File: src/core/fault_irq_pkg.sv
`default_nettype none
package fault_irq_pkg;

  // Bus geometry
  localparam int                ADDR_WIDTH           = 8;
  localparam int                DATA_WIDTH           = 32;
  localparam int                REG_WIDTH            = 16;

  // Register indices; byte address is four times the index
  localparam logic [7:0]        LED_FAULT_CONFIG_IDX = 8'h06;
  localparam logic [7:0]        SUPPLY_IRQ_EN_IDX    = 8'h08;
  localparam logic [7:0]        SUPPLY_IRQ_STAT_IDX  = 8'h10;
  localparam logic [7:0]        SUPPLY_IRQ_CLR_IDX   = 8'h11;
  localparam logic [7:0]        LED_FAULT_CONFIG_ADDR = 8'h18;
  localparam logic [7:0]        SUPPLY_IRQ_EN_ADDR    = 8'h20;
  localparam logic [7:0]        SUPPLY_IRQ_STAT_ADDR  = 8'h40;
  localparam logic [7:0]        SUPPLY_IRQ_CLR_ADDR   = 8'h44;

  // Reset values
  localparam logic [15:0]       LED_FAULT_CONFIG_RST = 16'h0100;
  localparam logic [15:0]       SUPPLY_IRQ_EN_RST    = 16'h2aaa;

  // Fault configuration fields
  localparam int                GROUND_DETECT_BIT    = 8;
  localparam int                STRING_ONE_BIT       = 0;
  localparam int                STRING_TWO_BIT       = 1;
  localparam int                STRING_THREE_BIT     = 2;
  localparam int                STRING_FOUR_BIT      = 3;

  // Supply interrupt fields: field k occupies bits 2k+1..2k
  localparam int                NUM_SUPPLY_IRQ       = 7;
  localparam int                IRQ_UNDERVOLTAGE     = 0;
  localparam int                IRQ_OVERVOLTAGE      = 1;
  localparam int                IRQ_CORE_UNDERVOLT   = 2;
  localparam int                IRQ_OVERCURRENT      = 3;
  localparam int                IRQ_PUMP_CAP_MISSING = 4;
  localparam int                IRQ_CHARGE_PUMP      = 5;
  localparam int                IRQ_SYNC_MISSING     = 6;
  localparam int                RESERVED_FIELD_LSB   = 14;

  // Field codes
  localparam logic [1:0]        CODE_READ_OFF        = 2'h0;
  localparam logic [1:0]        CODE_READ_ON         = 2'h2;
  localparam logic [1:0]        CODE_WRITE_OFF       = 2'h1;
  localparam logic [1:0]        CODE_WRITE_ON        = 2'h3;

  // AXI responses
  localparam logic [1:0]        RESP_OKAY            = 2'h0;
  localparam logic [1:0]        RESP_DECERR          = 2'h3;

endpackage : fault_irq_pkg
`default_nettype wire

File: src/core/supply_irq_ctrl_if.sv
`timescale 1ns/1ps
`default_nettype none
interface supply_irq_ctrl_if;
  logic        enable_write;
  logic        clear_write;
  logic [15:0] write_data;
  logic [1:0]  write_lanes;
  logic [15:0] enable_read;
  logic [15:0] status_read;

  modport regs (
    output enable_write,
    output clear_write,
    output write_data,
    output write_lanes,
    input  enable_read,
    input  status_read
  );

  modport unit (
    input  enable_write,
    input  clear_write,
    input  write_data,
    input  write_lanes,
    output enable_read,
    output status_read
  );
endinterface : supply_irq_ctrl_if
`default_nettype wire

File: src/core/supply_irq_unit.sv
`timescale 1ns/1ps
`default_nettype none
module supply_irq_unit (
  // Clock and reset
  input  wire logic                  aclk,
  input  wire logic                  aresetn,
  // Register side
  supply_irq_ctrl_if.unit            ctrl,
  // Supply fault events
  input  wire logic [6:0]            supply_fault_event,
  // Interrupt
  output logic                       irq
);

  logic [6:0] irq_enable;
  logic [1:0] reserved_bits;
  logic [6:0] irq_status;
  logic [6:0] clear_bits;

  // Codes 0h and 2h leave a field alone so one field can be set in isolation
  function automatic logic next_enable(input logic [1:0] code, input logic cur);
    case (code)
      fault_irq_pkg::CODE_WRITE_OFF: next_enable = 1'b0;
      fault_irq_pkg::CODE_WRITE_ON:  next_enable = 1'b1;
      default:                       next_enable = cur;
    endcase
  endfunction : next_enable

  always_ff @(posedge aclk) begin
    if (!aresetn) begin
      irq_enable <= 7'h7f;
    end else if (ctrl.enable_write) begin
      for (int k = 0; k < fault_irq_pkg::NUM_SUPPLY_IRQ; k++) begin
        if (ctrl.write_lanes[k / 4]) begin
          irq_enable[k] <= next_enable(ctrl.write_data[2 * k +: 2], irq_enable[k]);
        end
      end
    end
  end

  always_ff @(posedge aclk) begin
    if (!aresetn) begin
      reserved_bits <= 2'h0;
    end else if (ctrl.enable_write && ctrl.write_lanes[1]) begin
      reserved_bits <= ctrl.write_data[fault_irq_pkg::RESERVED_FIELD_LSB +: 2];
    end
  end

  // Status bits sit at the high bit of each field, like the enable read code
  always_comb begin
    for (int k = 0; k < fault_irq_pkg::NUM_SUPPLY_IRQ; k++) begin
      clear_bits[k] = ctrl.clear_write && ctrl.write_lanes[k / 4]
                      && ctrl.write_data[2 * k + 1];
    end
  end

  // A new event in the clearing cycle survives the clear
  always_ff @(posedge aclk) begin
    if (!aresetn) begin
      irq_status <= 7'h00;
    end else begin
      irq_status <= (irq_status & ~clear_bits) | supply_fault_event;
    end
  end

  always_comb begin
    ctrl.enable_read = 16'h0000;
    ctrl.status_read = 16'h0000;
    ctrl.enable_read[fault_irq_pkg::RESERVED_FIELD_LSB +: 2] = reserved_bits;
    for (int k = 0; k < fault_irq_pkg::NUM_SUPPLY_IRQ; k++) begin
      ctrl.enable_read[2 * k +: 2] = irq_enable[k] ? fault_irq_pkg::CODE_READ_ON
                                                   : fault_irq_pkg::CODE_READ_OFF;
      ctrl.status_read[2 * k + 1] = irq_status[k];
    end
  end

  always_ff @(posedge aclk) begin
    if (!aresetn) begin
      irq <= 1'b0;
    end else begin
      irq <= |(irq_status & irq_enable);
    end
  end

endmodule : supply_irq_unit
`default_nettype wire

File: src/core/fault_config_supply_irq_regs.sv
// How it works
// - Bit 8 of the fault configuration register resets to one and enables ground-short detection.
// - Bits 3 to 0 each switch off the internal short fault of strings four to one, resetting to 0.
// - Each two-bit supply interrupt field reads 0h when disabled and 2h when enabled.
// - Writing 1h to a field disables its interrupt and writing 3h enables it.
// - Bits 13-12 enable the missing sync clock interrupt and reset enabled.
// - Bits 11-10 enable the charge pump fault interrupt and reset enabled.
// - Bits 9-8 enable the missing pump capacitor interrupt and reset enabled.
// - Bits 7-6 enable the input over-current interrupt and reset enabled.
// - Bits 5-4, 3-2 and 1-0 enable core under-voltage, input over- and under-voltage, all enabled.
// - Reserved bits 15-14 of the enable register and 15-9 of the configuration reset to zero.
`timescale 1ns/1ps
`default_nettype none
module fault_config_supply_irq_regs (
  // Clock and reset
  input  wire logic                  aclk,
  input  wire logic                  aresetn,
  // AXI4-Lite write address
  input  wire logic [7:0]            s_axi_awaddr,
  input  wire logic [2:0]            s_axi_awprot,
  input  wire logic                  s_axi_awvalid,
  output logic                       s_axi_awready,
  // AXI4-Lite write data
  input  wire logic [31:0]           s_axi_wdata,
  input  wire logic [3:0]            s_axi_wstrb,
  input  wire logic                  s_axi_wvalid,
  output logic                       s_axi_wready,
  // AXI4-Lite write response
  output logic [1:0]                 s_axi_bresp,
  output logic                       s_axi_bvalid,
  input  wire logic                  s_axi_bready,
  // AXI4-Lite read address
  input  wire logic [7:0]            s_axi_araddr,
  input  wire logic [2:0]            s_axi_arprot,
  input  wire logic                  s_axi_arvalid,
  output logic                       s_axi_arready,
  // AXI4-Lite read data
  output logic [31:0]                s_axi_rdata,
  output logic [1:0]                 s_axi_rresp,
  output logic                       s_axi_rvalid,
  input  wire logic                  s_axi_rready,
  // Supply fault events
  input  wire logic [6:0]            supply_fault_event,
  // LED fault detector controls
  output logic                       ground_short_detect_enable,
  output logic                       string_one_short_fault_off,
  output logic                       string_two_short_fault_off,
  output logic                       string_three_short_fault_off,
  output logic                       string_four_short_fault_off,
  // Interrupt
  output logic                       irq
);

  // Write channel holding registers
  logic        aw_held;
  logic [7:0]  aw_addr;
  logic        w_held;
  logic [31:0] w_data;
  logic [3:0]  w_strb;

  // Merged view of the write about to complete
  logic        aw_take;
  logic        w_take;
  logic        aw_have;
  logic        w_have;
  logic        write_fire;
  logic [7:0]  write_addr;
  logic [15:0] write_data;
  logic [1:0]  write_lanes;

  // Read channel
  logic        ar_take;
  logic [31:0] next_rdata;
  logic [1:0]  next_rresp;

  // Register storage
  logic [15:0] led_fault_config;

  supply_irq_ctrl_if ctrl ();

  function automatic logic is_mapped(input logic [7:0] addr);
    case (addr)
      fault_irq_pkg::LED_FAULT_CONFIG_ADDR,
      fault_irq_pkg::SUPPLY_IRQ_EN_ADDR,
      fault_irq_pkg::SUPPLY_IRQ_STAT_ADDR,
      fault_irq_pkg::SUPPLY_IRQ_CLR_ADDR: is_mapped = 1'b1;
      default:                            is_mapped = 1'b0;
    endcase
  endfunction : is_mapped

  // Merge byte lanes into a 16-bit register value
  function automatic logic [15:0] merge_lanes(input logic [15:0] cur,
                                              input logic [15:0] data,
                                              input logic [1:0]  lanes);
    merge_lanes = cur;
    if (lanes[0]) begin
      merge_lanes[7:0] = data[7:0];
    end
    if (lanes[1]) begin
      merge_lanes[15:8] = data[15:8];
    end
  endfunction : merge_lanes

  // No new address or data is taken while a response waits
  assign s_axi_awready = !aw_held && !s_axi_bvalid;
  assign s_axi_wready  = !w_held && !s_axi_bvalid;
  assign aw_take       = s_axi_awvalid && s_axi_awready;
  assign w_take        = s_axi_wvalid && s_axi_wready;
  assign aw_have       = aw_held || aw_take;
  assign w_have        = w_held || w_take;
  assign write_fire    = aw_have && w_have;

  always_comb begin
    write_addr  = aw_held ? aw_addr : s_axi_awaddr;
    write_data  = w_held ? w_data[15:0] : s_axi_wdata[15:0];
    write_lanes = w_held ? w_strb[1:0] : s_axi_wstrb[1:0];
  end

  always_ff @(posedge aclk) begin
    if (!aresetn) begin
      aw_held <= 1'b0;
      aw_addr <= 8'h00;
    end else if (write_fire) begin
      aw_held <= 1'b0;
    end else if (aw_take) begin
      aw_held <= 1'b1;
      aw_addr <= s_axi_awaddr;
    end
  end

  always_ff @(posedge aclk) begin
    if (!aresetn) begin
      w_held <= 1'b0;
      w_data <= 32'h0000_0000;
      w_strb <= 4'h0;
    end else if (write_fire) begin
      w_held <= 1'b0;
    end else if (w_take) begin
      w_held <= 1'b1;
      w_data <= s_axi_wdata;
      w_strb <= s_axi_wstrb;
    end
  end

  always_ff @(posedge aclk) begin
    if (!aresetn) begin
      s_axi_bvalid <= 1'b0;
      s_axi_bresp  <= fault_irq_pkg::RESP_OKAY;
    end else if (write_fire) begin
      s_axi_bvalid <= 1'b1;
      s_axi_bresp  <= is_mapped(write_addr) ? fault_irq_pkg::RESP_OKAY
                                            : fault_irq_pkg::RESP_DECERR;
    end else if (s_axi_bready) begin
      s_axi_bvalid <= 1'b0;
    end
  end

  // Reserved bits are kept as written so software reads back what it wrote
  always_ff @(posedge aclk) begin
    if (!aresetn) begin
      led_fault_config <= fault_irq_pkg::LED_FAULT_CONFIG_RST;
    end else if (write_fire && write_addr == fault_irq_pkg::LED_FAULT_CONFIG_ADDR) begin
      led_fault_config <= merge_lanes(led_fault_config, write_data, write_lanes);
    end
  end

  always_comb begin
    ctrl.enable_write = write_fire && write_addr == fault_irq_pkg::SUPPLY_IRQ_EN_ADDR;
    ctrl.clear_write  = write_fire && write_addr == fault_irq_pkg::SUPPLY_IRQ_CLR_ADDR;
    ctrl.write_data   = write_data;
    ctrl.write_lanes  = write_lanes;
  end

  // Detector controls follow the register directly
  always_comb begin
    ground_short_detect_enable   = led_fault_config[fault_irq_pkg::GROUND_DETECT_BIT];
    string_one_short_fault_off   = led_fault_config[fault_irq_pkg::STRING_ONE_BIT];
    string_two_short_fault_off   = led_fault_config[fault_irq_pkg::STRING_TWO_BIT];
    string_three_short_fault_off = led_fault_config[fault_irq_pkg::STRING_THREE_BIT];
    string_four_short_fault_off  = led_fault_config[fault_irq_pkg::STRING_FOUR_BIT];
  end

  assign s_axi_arready = !s_axi_rvalid;
  assign ar_take       = s_axi_arvalid && s_axi_arready;

  // Clear register is write-only and reads as zero
  always_comb begin
    next_rdata = 32'h0000_0000;
    next_rresp = fault_irq_pkg::RESP_OKAY;
    case (s_axi_araddr)
      fault_irq_pkg::LED_FAULT_CONFIG_ADDR: next_rdata[15:0] = led_fault_config;
      fault_irq_pkg::SUPPLY_IRQ_EN_ADDR:    next_rdata[15:0] = ctrl.enable_read;
      fault_irq_pkg::SUPPLY_IRQ_STAT_ADDR:  next_rdata[15:0] = ctrl.status_read;
      fault_irq_pkg::SUPPLY_IRQ_CLR_ADDR:   next_rdata[15:0] = 16'h0000;
      default:                              next_rresp       = fault_irq_pkg::RESP_DECERR;
    endcase
  end

  always_ff @(posedge aclk) begin
    if (!aresetn) begin
      s_axi_rvalid <= 1'b0;
      s_axi_rdata  <= 32'h0000_0000;
      s_axi_rresp  <= fault_irq_pkg::RESP_OKAY;
    end else if (ar_take) begin
      s_axi_rvalid <= 1'b1;
      s_axi_rdata  <= next_rdata;
      s_axi_rresp  <= next_rresp;
    end else if (s_axi_rready) begin
      s_axi_rvalid <= 1'b0;
    end
  end

  supply_irq_unit u_supply_irq (
    .aclk               (aclk),
    .aresetn            (aresetn),
    .ctrl               (ctrl.unit),
    .supply_fault_event (supply_fault_event),
    .irq                (irq)
  );

endmodule : fault_config_supply_irq_regs
`default_nettype wire

File: config.mk
export PLATFORM = sky130hd
export DESIGN_NAME = fault_config_supply_irq_regs
export DESIGN_NICKNAME = d
export VERILOG_FILES = /design/src/core/fault_irq_pkg.sv /design/src/core/supply_irq_ctrl_if.sv /design/src/core/supply_irq_unit.sv /design/src/core/fault_config_supply_irq_regs.sv
export SDC_FILE = /design/constraint.sdc
export NUM_CORES = 1
export LEC_CHECK = 0
export BUFFER_PORTS_ARGS = -buffer_cell sky130_fd_sc_hd__buf_2
export CAP_MARGIN = 10
export CORE_ASPECT_RATIO = 1.1
export CORE_MARGIN = 4
export CORE_UTILIZATION = 58
export CTS_BUF_LIST = sky130_fd_sc_hd__clkbuf_2 sky130_fd_sc_hd__clkbuf_4 sky130_fd_sc_hd__clkbuf_8
export CTS_CLUSTER_SIZE = 24
export DETAILED_ROUTE_END_ITERATION = 8
export GPL_ROUTABILITY_DRIVEN = 0
export PLACE_DENSITY = 0.95
export RECOVER_POWER = 50
export SLEW_MARGIN = 5
export SYNTH_ARGS = -nofsm -noshare
export SYNTH_HDL_FRONTEND = slang
export SYNTH_SLANG_ARGS = --single-unit
File: constraint.sdc
create_clock -name aclk -period 4.6 [get_ports aclk]
set_clock_uncertainty 0.05 [all_clocks]
set_input_delay 0.23 -clock aclk [delete_from_list [all_inputs] [get_ports aclk]]
set_output_delay 0.23 -clock aclk [all_outputs]
set_load 0.05 [all_outputs]
# Yosys cells after proc, flatten, opt, wreduce, memory -nomap -nowiden
# Cells that the tools add are included.
[totals]
reg_bits = 83
input_bits = 72
wordCells = 126
output_inout_bits = 47
[classes]
n_eq_ne = 22
n_reduce_logical = 49
bitwise = 6
muxes = 27
[ops]
columns = ["operator", "count"]
rows = [
  ["16-bit one-hot mux with 3 select lines", 1],
  ["8-bit by 7-bit == test with 1-bit output, second input constant", 4],
  ["3-bit AND reduction", 7],
  ["2-bit two-way mux", 10],
  ["1-bit logical AND", 19],
  ["2-bit nonzero test", 9],
  ["8-bit by 5-bit == test with 1-bit output, second input constant", 2],
  ["8-bit by 6-bit == test with 1-bit output, second input constant", 2],
  ["16-bit two-way mux", 1],
  ["7-bit bitwise AND", 2],
  ["2-bit by 1-bit == test with 1-bit output, second input constant", 7],
  ["2-bit == test, second input constant", 7],
  ["1-bit one-hot mux with 2 select lines", 7],
  ["8-bit two-way mux", 1],
  ["2-bit AND reduction", 4],
  ["4-bit OR reduction", 2],
  ["1-bit two-way mux", 7],
  ["7-bit NOT", 1],
  ["7-bit OR", 1],
  ["7-bit OR reduction", 1],
  ["1-bit zero test", 4],
  ["1-bit logical OR", 2],
  ["1-bit NOT", 2],
  ["2-bit OR reduction", 1],
]

# Logic depth before layout (Yosys ltp)
# Gate-level depths: netlist (run 1).
[logic_depth]
ltp_word = 11
ltp_mapped = 8
mapped_depth_nobuf = 4

# Hierarchy
# A second synthesis (run 1) with hierarchy kept.
[unflattened]
hier_cells = 442
hier_area_um2 = 3963.8
[by_module_without_submodules]
columns = ["mod", "area_per_inst_um2", "n_inst", "seq_area_each_um2", "cells_each"]
rows = [
  ["fault_config_supply_irq_regs", 3170.5, 1, 1281.2, 350],
  ["supply_irq_unit", 793.3, 1, 340.3, 92],
]

# Least setup slack after synthesis (run 1)
# No wires, ideal clock.
[synth_path]
path_kind = "flip-flop to flip-flop"
start = "reg s_axi_bvalid"
end = "reg led_fault_config[8]"
path_slack_ns = 2.653
n_path_buf = 0
t_arrival_ns = 1.776
required_ns = 4.429
period_less_slack_ns = 1.947
path_stages_with_launch = 5
setup_ns = 0.121
cell_sequence = "dfxtp_1 a21boi_0 nor3_4 o211ai_4 mux2_2"
[synth_between]
elab_chain_len = 7
elab_cells_between_ends = 10
classes_between = "10 x reduce/logical"
[synth_lines]
columns = ["item", "line", "text"]
rows = [
  ["from (decl)", "fault_config_supply_irq_regs.sv:30", "output logic s_axi_bvalid,"],
  ["from (signal assigned)", "fault_config_supply_irq_regs.sv:147", "s_axi_bvalid <= 1'b0;"],
  ["from (signal assigned)", "fault_config_supply_irq_regs.sv:150", "s_axi_bvalid <= 1'b1;"],
  ["from (signal assigned)", "fault_config_supply_irq_regs.sv:154", "s_axi_bvalid <= 1'b0;"],
  ["1-bit zero test *", "fault_config_supply_irq_regs.sv:105, fault_config_supply_irq_regs.sv:106", ""],
  ["1-bit logical AND, on equally long branches", "fault_config_supply_irq_regs.sv:105, fault_config_supply_irq_regs.sv:106", ""],
  ["1-bit logical AND, on equally long branches", "fault_config_supply_irq_regs.sv:107, fault_config_supply_irq_regs.sv:108", ""],
  ["1-bit logical OR, on equally long branches", "fault_config_supply_irq_regs.sv:109, fault_config_supply_irq_regs.sv:110", ""],
  ["1-bit logical AND *", "fault_config_supply_irq_regs.sv:111", "assign write_fire = aw_have && w_have;"],
  ["1-bit logical AND *", "fault_config_supply_irq_regs.sv:162", "end else if (write_fire && write_addr == fault_irq_pkg::LED_FAULT_CONFIG_ADDR) begin"],
  ["2-bit AND reduction (no source line) *", "-", ""],
  ["to (signal assigned)", "fault_config_supply_irq_regs.sv:161", "led_fault_config <= fault_irq_pkg::LED_FAULT_CONFIG_RST;"],
  ["to (signal assigned)", "fault_config_supply_irq_regs.sv:163", "led_fault_config <= merge_lanes(led_fault_config, write_data, write_lanes);"],
  ["to (decl)", "fault_config_supply_irq_regs.sv:77", "logic [15:0] led_fault_config;"],
]
# Mark *: on every way between the ends. The rest lies on a longest branch, timed or not.
# A chain may end at the register's enable or synchronous reset.

==> results.json, run 1 <==
{
  "max_slew.worst_pin.slew_ns": 2.09,
  "drv_slew": 96,
  "total_power_uw": 1690,
  "finalNetCount": 559,
  "yosysUniqueCellTypes": 61,
  "synthTopCellsByCount": "dfxtp_1, mux2i_1, nor2_1",
  "synth_edf_count": 0,
  "drc_errors": 0,
  "setup_viol": 0,
  "cts_tree": "done",
  "vias": 3486,
  "synth-async-reset-ratio_pct": 0,
  "ant_nets": 0,
  "grt.total_usage_pct": 24.2,
  "dp_hpwl_um": 6940,
  "clk_latency_ns": 0.36,
  "synthTopCellsByArea": "dfxtp_1, mux2i_1, mux2_2, nor2_1, nand2_1",
  "fin_crit_ns": 3.16,
  "path_delay_family": "buffers and inverters",
  "dieArea_sq_um": 8310,
  "worstPathArrival_ns": 3.34,
  "ys_seq_elements": 81,
  "status": "finished, violations left",
  "cts_made_buffers": 9,
  "antenna_found_initial": 0,
  "cp_cell_sequence": "clkbuf_1 > inv_1 > clkbuf_1 > a311oi_1 > a31oi_1",
  "syn_area_per_cell_sq_um": 9.48,
  "cts_max_level": 3,
  "drtIter0Drc": 274,
  "yosysMostFrequentCell": "dfxtp_1",
  "hold_violations": 0,
  "power_density_nw_per_um2": 373,
  "ctsResizeCount": 0,
  "maxCapViolCount": 2,
  "cpMostUsedCell": "clkbuf_1",
  "path_buf_inv": 3,
  "netlist_instances": 423,
  "die_w_um": 87.3,
  "crit_path_end_kind": "flip-flop",
  "area_delta_synth_final_pct": 13.0,
  "io_buffers": 78,
  "drive_gt1_share_pct": 20.4,
  "grt_setup_unrepaired": "no",
  "dpl_cell_area_sq_um": 4320,
  "via_per_inst": 6.08,
  "maxSlewHeadroom_pct": -39.4,
  "first_pass_iters": 5,
  "grt_pass1_vias": 3320,
  "ir_worst_vdd_mv": 0.267,
  "io_pins": 119,
  "path_class": "in2reg",
  "synth_area_leader_cell": "dfxtp_1",
  "cp_slowest_stage_delay_ns": 1.46,
  "cts_setup_buffers": 0,
  "fmax_mhz": 316,
  "synth-main-ff-cell": "dfxtp_1",
  "route.final.wire_length_um": 9940,
  "cpMaxStageDelayCell": "clkbuf_1",
  "grt_max_degree": 55,
  "overflow": 0,
  "fp.dieH_um": 95.2,
  "wire_per_inst_um": 17.3,
  "synth_top_area_share_pct": 40.4,
  "synth_area_sq_um": 4010,
  "worstPathRequired_ns": 4.78,
  "initial_core_util_pct": 60.1,
  "min_path_type": "in2reg",
  "clock-sinks": 81,
  "fin_util_pct": 67.9,
  "clock-root-buffer": "clkbuf_8",
  "rows": 31,
  "p_leak_uw": 0.00200,
  "cts_hold_buf": 0,
  "path_max_fanout": 54,
  "cp-start-kind": "input pin",
  "design_area_sq_um": 4530,
  "yosys_warnings": 0,
  "clk_pin_slew_worst_paths_ns": 0.08,
  "diodes": 0,
  "period_share_pct": 68.7,
  "violations": "capacitance limit, slew limit",
  "core-area_sq_um": 6670,
  "fillCellCount": 516,
  "clockBufferDepth": 2,
  "yosysSeqAreaShare_pct": 40.4,
  "grt_pass1_wl_um": 15900,
  "tns_ns": 0
}
kinds of logic after synthesis:
kind of cell	Yosys count	synth area share [%]
and+or+nand+nor	136	17.7
AOI/OAI and AO/OA	86	17.2
DFF	81	40.4
muxes	66	17.2
buffers and inverters	52	7.24
xor gates and xnor gates	1	0.218
other	1	0.0935
tightest hold or removal path: cells and delay by family:
family        cells  cell delay (ns)
simple gates      1             0.07
mux               1             0.05
buf+inv           1             0.09
worst paths after layout:
kind	startpoint	slack, ns	cells past startpoint	end
max	aresetn	1.44	5	u_supply_irq.irq_enable[4]
max reg2reg	w_held	1.83	4	w_data[5]
min	s_axi_wstrb[0]	0.07	3	w_strb[0]
min reg2reg	led_fault_config[11]	0.41	2	led_fault_config[11]
layout make-up:
class / instances / area [sq um] / share of cell area, %
timing repair buffer: 79 / 354 / 7.81
sequential: 81 / 1620 / 35.8
inverter: 11 / 41.3 / 0.911
tap: 82 / 103 / 2.26
multi-input combinational: 305 / 2150 / 47.5
clock inverter: 5 / 129 / 2.84
clock buffer: 10 / 131 / 2.90
metal layers:
layer | up-vias | routed length (um) | track usage [%]
met4 | 0 | 337 | 13.2
li1 | 1643 | - | -
met5 | - | 0 | 0
met2 | 172 | 4880 | 41.1
met3 | 34 | 787 | 3.89
met1 | 1637 | 3930 | 29.2
registers in the layout (all words and copies together) (netlist names):
| signal | count |
|---|---|
| u_supply_irq.irq_status | 7 |
| s_axi_bvalid | 1 |
| w_strb | 2 |
| s_axi_rdata | 16 |
| u_supply_irq.irq | 1 |
| s_axi_rresp | 1 |
| u_supply_irq.reserved_bits | 2 |
| s_axi_bresp | 1 |
| s_axi_rvalid | 1 |
| w_held | 1 |
| aw_held | 1 |
| led_fault_config | 16 |
| u_supply_irq.irq_enable | 7 |
| w_data | 16 |
| aw_addr | 8 |
through the flow:
step,worst slack (ns),instances,hold slack (ns)
4_1_cts,1.95,573,0.0571
3_3_place_gp,2.06,558,0.396
2_1_floorplan,2.65,438,0.323
3_5_place_dp,2.00,558,0.402
6_report,1.44,573,0.0673
5_1_grt,1.19,573,0.0660
report_power, final:
| group | total, uW | internal, uW | switching [uW] |
|---|---|---|---|
| Clock | 674 | 419 | 255 |
| Sequential | 751 | 723 | 28.2 |
| Combinational | 266 | 86.7 | 179 |
cells in the final DEF, fill, tap and decap left out, types with 2 or more instances in the layout:
cell type	n
nand4_1	5
nand3b_1	3
nand3_1	2
o211ai_4	2
clkbuf_8	9
dfxtp_1	81
o21ai_0	20
nor2_1	46
a22oi_1	17
a31oi_1	3
mux2_2	18
a22o_1	9
a41oi_1	11
conb_1	16
nand2_1	45
mux2i_1	47
nand2b_1	7
a32oi_1	2
nor4_2	2
clkbuf_1	33
bufinv_16	4
and3b_1	2
a21oi_1	5
inv_1	11
nor4_1	7
and3_1	2
buf_2	46
Power figures use the tool's default switching activity.
==> run 2, diff against run 1 <==
--- a/config.mk
+++ b/config.mk
@@ -5,16 +5,17 @@
 export SDC_FILE = /design/constraint.sdc
 export NUM_CORES = 1
 export LEC_CHECK = 0
+export ABC_AREA = 1
 export BUFFER_PORTS_ARGS = -buffer_cell sky130_fd_sc_hd__buf_2
 export CAP_MARGIN = 10
 export CORE_ASPECT_RATIO = 1.1
 export CORE_MARGIN = 4
-export CORE_UTILIZATION = 58
+export CORE_UTILIZATION = 48
 export CTS_BUF_LIST = sky130_fd_sc_hd__clkbuf_2 sky130_fd_sc_hd__clkbuf_4 sky130_fd_sc_hd__clkbuf_8
 export CTS_CLUSTER_SIZE = 24
 export DETAILED_ROUTE_END_ITERATION = 8
 export GPL_ROUTABILITY_DRIVEN = 0
-export PLACE_DENSITY = 0.95
+export PLACE_DENSITY = 0.86
 export RECOVER_POWER = 50
 export SLEW_MARGIN = 5
 export SYNTH_ARGS = -nofsm -noshare
==> constraint.sdc (replaced) <==
create_clock -name aclk -period 2.7 [get_ports aclk]
set_clock_uncertainty 0.05 [all_clocks]
set_input_delay 0.135 -clock aclk [delete_from_list [all_inputs] [get_ports aclk]]
set_output_delay 0.135 -clock aclk [all_outputs]
set_load 0.05 [all_outputs]
==> run 2 against run 1 <==
  * The flow now finishes without violations
  * Critical endpoint is now u_supply_irq.reserved_bits[0]
  * Non-clock buffer count is 26 higher
  * Via count is 13% higher
  * Core utilization is 8.6 points lower
  * First-iteration DRC count is 21% higher
  * Cell count is 35% higher
  * Routed wire length is 0.39% higher
  * Largest power group unchanged
==> results.json, run 2 <==
{
  "yosysSeqAreaShare_pct": 40.1,
  "final_common_cell": "nand2_1",
  "synth_edf_count": 0,
  "yosys_warnings": 0,
  "fin_util_pct": 59.4,
  "synth_area_sq_um": 4040,
  "worstPathRequired_ns": 2.90,
  "grt_pass1_vias": 3625,
  "layout_common_cells": "nand2_1, nor2_1, dfxtp_1, inv_1, o21ai_0",
  "ant_nets": 0,
  "status": "completed",
  "maxCapViolCount": 0,
  "ir_worst_vdd_mv": 0.395,
  "synthTopCellsByArea": "dfxtp_1, nand2_1, nor2_1, o21ai_0, inv_1",
  "grt.total_usage_pct": 19.9,
  "dp_hpwl_um": 7330,
  "antenna_found_initial": 0,
  "fin_crit_ns": 2.30,
  "finalNetCount": 735,
  "drc_errors": 0,
  "largestRegisters": "led_fault_config (16), s_axi_rdata (16), w_data (16)",
  "maxSlewHeadroom_pct": 31.3,
  "setup_viol": 0,
  "route.final.wire_length_um": 9970,
  "r2r_cells": 7,
  "worstPathArrival_ns": 2.50,
  "clockBufferDepth": 2,
  "synth_top_area_share_pct": 40.1,
  "p_leak_uw": 0.00218,
  "power_density_nw_per_um2": 628,
  "reg2reg_slack_ns": 0.40,
  "clock-root-buffer": "clkbuf_8",
  "cts_tree": "done",
  "cts_made_buffers": 9,
  "die_w_um": 95.5,
  "yosysUniqueCellTypes": 35,
  "netlist_instances": 576,
  "min_path_type": "in2reg",
  "clock-sinks": 81,
  "max_slew.worst_pin.slew_ns": 1.03,
  "clk_pin_slew_worst_paths_ns": 0.08,
  "ys_seq_elements": 81,
  "rows": 34,
  "drtIter0Drc": 332,
  "drv_slew": 0,
  "busiest_layer": "met2",
  "fmax_mhz": 434,
  "grt_pass1_wl_um": 16200,
  "overflow": 0,
  "ctsResizeCount": 0,
  "first_pass_iters": 5,
  "synth_area_leader_cell": "dfxtp_1",
  "gr-usage-met1_pct": 25.3,
  "reg2reg_to": "u_supply_irq.reserved_bits[0]",
  "reg2reg_from": "w_held",
  "worstSetupEndpoint": "u_supply_irq.reserved_bits[0]",
  "wire_per_inst_um": 12.9,
  "grt_use_met2_pct": 33.4,
  "core-area_sq_um": 8040,
  "initial_core_util_pct": 50.3,
  "diodes": 0,
  "drive_gt1_share_pct": 15.0,
  "grt_setup_unrepaired": "no",
  "grt_max_degree": 36,
  "path_class": "reg2reg",
  "path_max_fanout": 23,
  "clk_latency_ns": 0.35,
  "via_per_inst": 5.10,
  "io_pins": 119,
  "syn_area_per_cell_sq_um": 7.02,
  "cts_max_level": 3,
  "synthTopCellsByCount": "nand2_1, dfxtp_1, nor2_1",
  "synth-async-reset-ratio_pct": 0,
  "tns_ns": 0,
  "synth-main-ff-cell": "dfxtp_1",
  "vias": 3949,
  "period_share_pct": 85.3,
  "area_delta_synth_final_pct": 18.1,
  "yosysMostFrequentCell": "nand2_1",
  "hold_violations": 0,
  "io_buffers": 78,
  "globalRouteMet3Util_pct": 3.11,
  "cp-startpoint": "w_held",
  "fp.dieH_um": 104,
  "crit_path_end_kind": "flip-flop",
  "cp-start-kind": "flip-flop",
  "dieArea_sq_um": 9950
}
run 2: cell type report:
class / count / area (sq um)
Clock inverter: 3 / 65.1
Tap cell: 108 / 135
Timing Repair Buffer: 105 / 607
Sequential cell: 81 / 1620
Fill cell: 770 / 3270
Multi-Input combinational cell: 410 / 1980
Inverter: 56 / 215
Clock buffer: 12 / 153
run 2: worst max-delay path, stage by stage (launching register included):
cell and delay (ns):
dfxtp_1 0.39, buf_4 0.24, o21ai_1 0.73, inv_1 0.35, nor2_4 0.26, nand2_1 0.07
nand2_1 0.07, nor2_1 0.04
run 2: layer usage:
layer  routed length, um  part of all wire (%)
met1                4290                    43
met2                4840                    48
met3                 646                   6.5
met4                 199                   2.0
met5                   0                     0
run 2: power by group:
| part | internal (uW) | switching [uW] |
|---|---|---|
| combinational | 188 | 508 |
| sequential | 1280 | 53.6 |
| clock | 561 | 411 |
run 2: cells by family after synthesis:
kind of cell	count (synthesis)	synth area share [%]
AND/OR/NAND/NOR	296	34.6
flip-flops	81	40.1
AO/OA/AOI/OAI	97	12.9
multiplexers	1	0.248
buffers and inverters	100	12.0
other	1	0.0928
run 2: repair_timing:
action                                  4_1_cts  5_1_grt
buffers inserted                              0        0
hold endpoints to repair                     23        0
endpoints found under the setup margin        0        0
hold buffers                                 23        0
run 2: stage by stage:
stage / hold WS (ns) / power [uW] / instances / cell area, sq um / worst slack [ns]
final: 0.0124 / 3000 / 775 / 4770 / 0.397
after global placement: 0.278 / 2000 / 737 / 4380 / 0.540
after detailed placement: 0.291 / 2030 / 737 / 4380 / 0.481
after CTS: 0.00543 / 3020 / 775 / 4830 / 0.454
after floorplan: 0.188 / 1910 / 591 / 4100 / 0.627
after global routing: 0.0320 / 3130 / 775 / 4770 / 0.135
run 2: worst min path at each step:
stage	slack, ns	cells past startpoint	end	startpoint
finish	0.01	3	w_strb[0]	s_axi_wstrb[0]
global route	0.03	3	w_strb[1]	s_axi_wstrb[1]
CTS	0.005	3	w_strb[0]	s_axi_wstrb[0]
detailed placement	0.29	2	s_axi_bvalid	s_axi_bready
global placement	0.28	2	s_axi_bvalid	s_axi_bready
floorplan	0.19	1	s_axi_bvalid	s_axi_bready
==> run 3, diff against run 2 <==
--- a/config.mk
+++ b/config.mk
@@ -15,7 +15,7 @@
 export CTS_CLUSTER_SIZE = 24
 export DETAILED_ROUTE_END_ITERATION = 8
 export GPL_ROUTABILITY_DRIVEN = 0
-export PLACE_DENSITY = 0.86
+export PLACE_DENSITY = 0.88
 export RECOVER_POWER = 50
 export SLEW_MARGIN = 5
 export SYNTH_ARGS = -nofsm -noshare
==> run 3 against run 2 <==
  * Critical path depth is 1 higher
  * Worst hold slack better by 0.015 ns
  * Sequential cell count unchanged
  * Count of clock-buffer cells in the layout unchanged
  * Final area shrank 0.34%
  * Total power down 4.4%
  * Critical endpoint is now u_supply_irq.reserved_bits[1]
  * Fmax increased by 1.8%
  * Combinational power about the same
==> results.json, run 3 (synthesized netlist as in run 2, its figures left out) <==
{
  "cts_tree": "done",
  "cp-startpoint": "w_held",
  "path_max_fanout": 32,
  "clock-root-buffer": "clkbuf_8",
  "io_pins": 119,
  "drc_errors": 0,
  "reg2reg_from": "w_held",
  "first_pass_iters": 5,
  "grt_pass1_vias": 3753,
  "worstPathRequired_ns": 2.90,
  "vias": 3984,
  "final_common_cell": "nand2_1",
  "clock-sinks": 81,
  "ir_worst_vdd_mv": 0.413,
  "route.final.wire_length_um": 10200,
  "finalNetCount": 736,
  "worstPathArrival_ns": 2.46,
  "largestRegisters": "led_fault_config (16), s_axi_rdata (16), w_data (16)",
  "grt_max_degree": 33,
  "initial_core_util_pct": 50.3,
  "grt.total_usage_pct": 20.9,
  "drtIter0Drc": 267,
  "cp-start-kind": "flip-flop",
  "path_class": "reg2reg",
  "maxSlewHeadroom_pct": 18.1,
  "drv_slew": 0,
  "tns_ns": 0,
  "dp_hpwl_um": 7380,
  "dieArea_sq_um": 9950,
  "cts_made_buffers": 9,
  "holdWs_ns": 0.0278,
  "ctsResizeCount": 0,
  "path_buf_inv": 0,
  "cp_slowest_stage_delay_ns": 0.48,
  "rows": 34,
  "fin_crit_ns": 2.26,
  "ant_nets": 0,
  "fp.dieH_um": 104,
  "maxCapViolCount": 0,
  "min_path_type": "in2reg",
  "period_share_pct": 83.8,
  "total_power_uw": 2870,
  "max_slew.worst_pin.slew_ns": 1.23,
  "cpMostUsedCell": "nand2_1",
  "grt_pass1_wl_um": 16900,
  "core-area_sq_um": 8040,
  "cpMaxStageDelayCell": "dfxtp_1",
  "io_buffers": 78,
  "via_per_inst": 5.13,
  "crit_path_end_kind": "flip-flop",
  "antenna_found_initial": 0,
  "p_leak_uw": 0.00217,
  "layout_common_cells": "nand2_1, dfxtp_1, nor2_1, inv_1, o21ai_0",
  "setup_viol": 0,
  "power_density_nw_per_um2": 602,
  "area_delta_synth_final_pct": 17.7,
  "status": "completed",
  "dpl_cell_area_sq_um": 4390,
  "clk_latency_ns": 0.36,
  "design_area_sq_um": 4760,
  "wire_per_inst_um": 13.1,
  "cts_max_level": 3,
  "drive_gt1_share_pct": 15.4,
  "overflow": 0,
  "path_delay_family": "simple AND/OR/NAND/NOR gates",
  "grt_setup_unrepaired": "no",
  "fmax_mhz": 442,
  "hold_violations": 0,
  "clockBufferDepth": 2,
  "diodes": 0,
  "die_w_um": 95.5,
  "hold_start": "s_axi_awaddr[7]",
  "cp_cell_sequence": "nor3_1 > nor2_2 > nor2_8 > nand3_1 > nor2_4 > nand2_1 > nand2_1 > nor2_1",
  "clk_pin_slew_worst_paths_ns": 0.08
}
## run 3: cell types whose count changed in the layout (fill, tap and decap cells not counted), sizes merged
cell      before  now
buf           49   50
clkinvlp       0    1
bufinv         2    0
clkinv         2    4
## run 3: timing repair
| action | CTS | global route |
|---|---|---|
| endpoints found under the hold margin | 22 | 1 |
| hold buffers | 22 | 1 |
| setup buffers | 0 | 0 |
## run 3: layer usage
layer | part of all wire, % | up-vias | track usage, %
met5 | 0 | - | 0
met4 | 2.2 | 0 | 7.22
met1 | 42 | 1817 | 25.5
li1 | - | 2012 | -
met2 | 49 | 135 | 34.8
met3 | 7.1 | 20 | 6.15
## run 3: worst paths after layout
path / to / slack (ns) / depth (start not counted)
max: u_supply_irq.reserved_bits[1] / 0.44 / 8
min: aw_addr[7] / 0.03 / 3
max reg2reg: u_supply_irq.reserved_bits[1] / 0.44 / 8
min reg2reg: aw_addr[0] / 0.40 / 2
## run 3: final cells by class
class                           instances  area, sq um
Timing Repair Buffer                  106          614
Sequential cell                        81         1620
Inverter                               56          215
Fill cell                             734         3280
Tap cell                              108          135
Clock inverter                          4         26.3
Multi-Input combinational cell        410         1980
Clock buffer                           12          165
## run 3: worst min-delay path, delay by kind of cell
family          cells  cell delay (ns)
simple gates        1             0.08
buf+inv             1             0.10
compound gates      1             0.08
## run 3: report_power, final
part	total [uW]	internal, uW	switching [uW]
clock	839	408	431
combinational	695	191	503
sequential	1330	1280	57.2
## run 3: per-stage QoR
step / std cells / worst slack (ns) / utilization, %
CTS: 776 / 0.584 / 59.7
finish: 777 / 0.438 / 59.2
global route: 777 / 0.191 / 59.2
global placement: 738 / 0.670 / 54.6
detailed placement: 738 / 0.594 / 54.6
floorplan: 591 / 0.627 / -
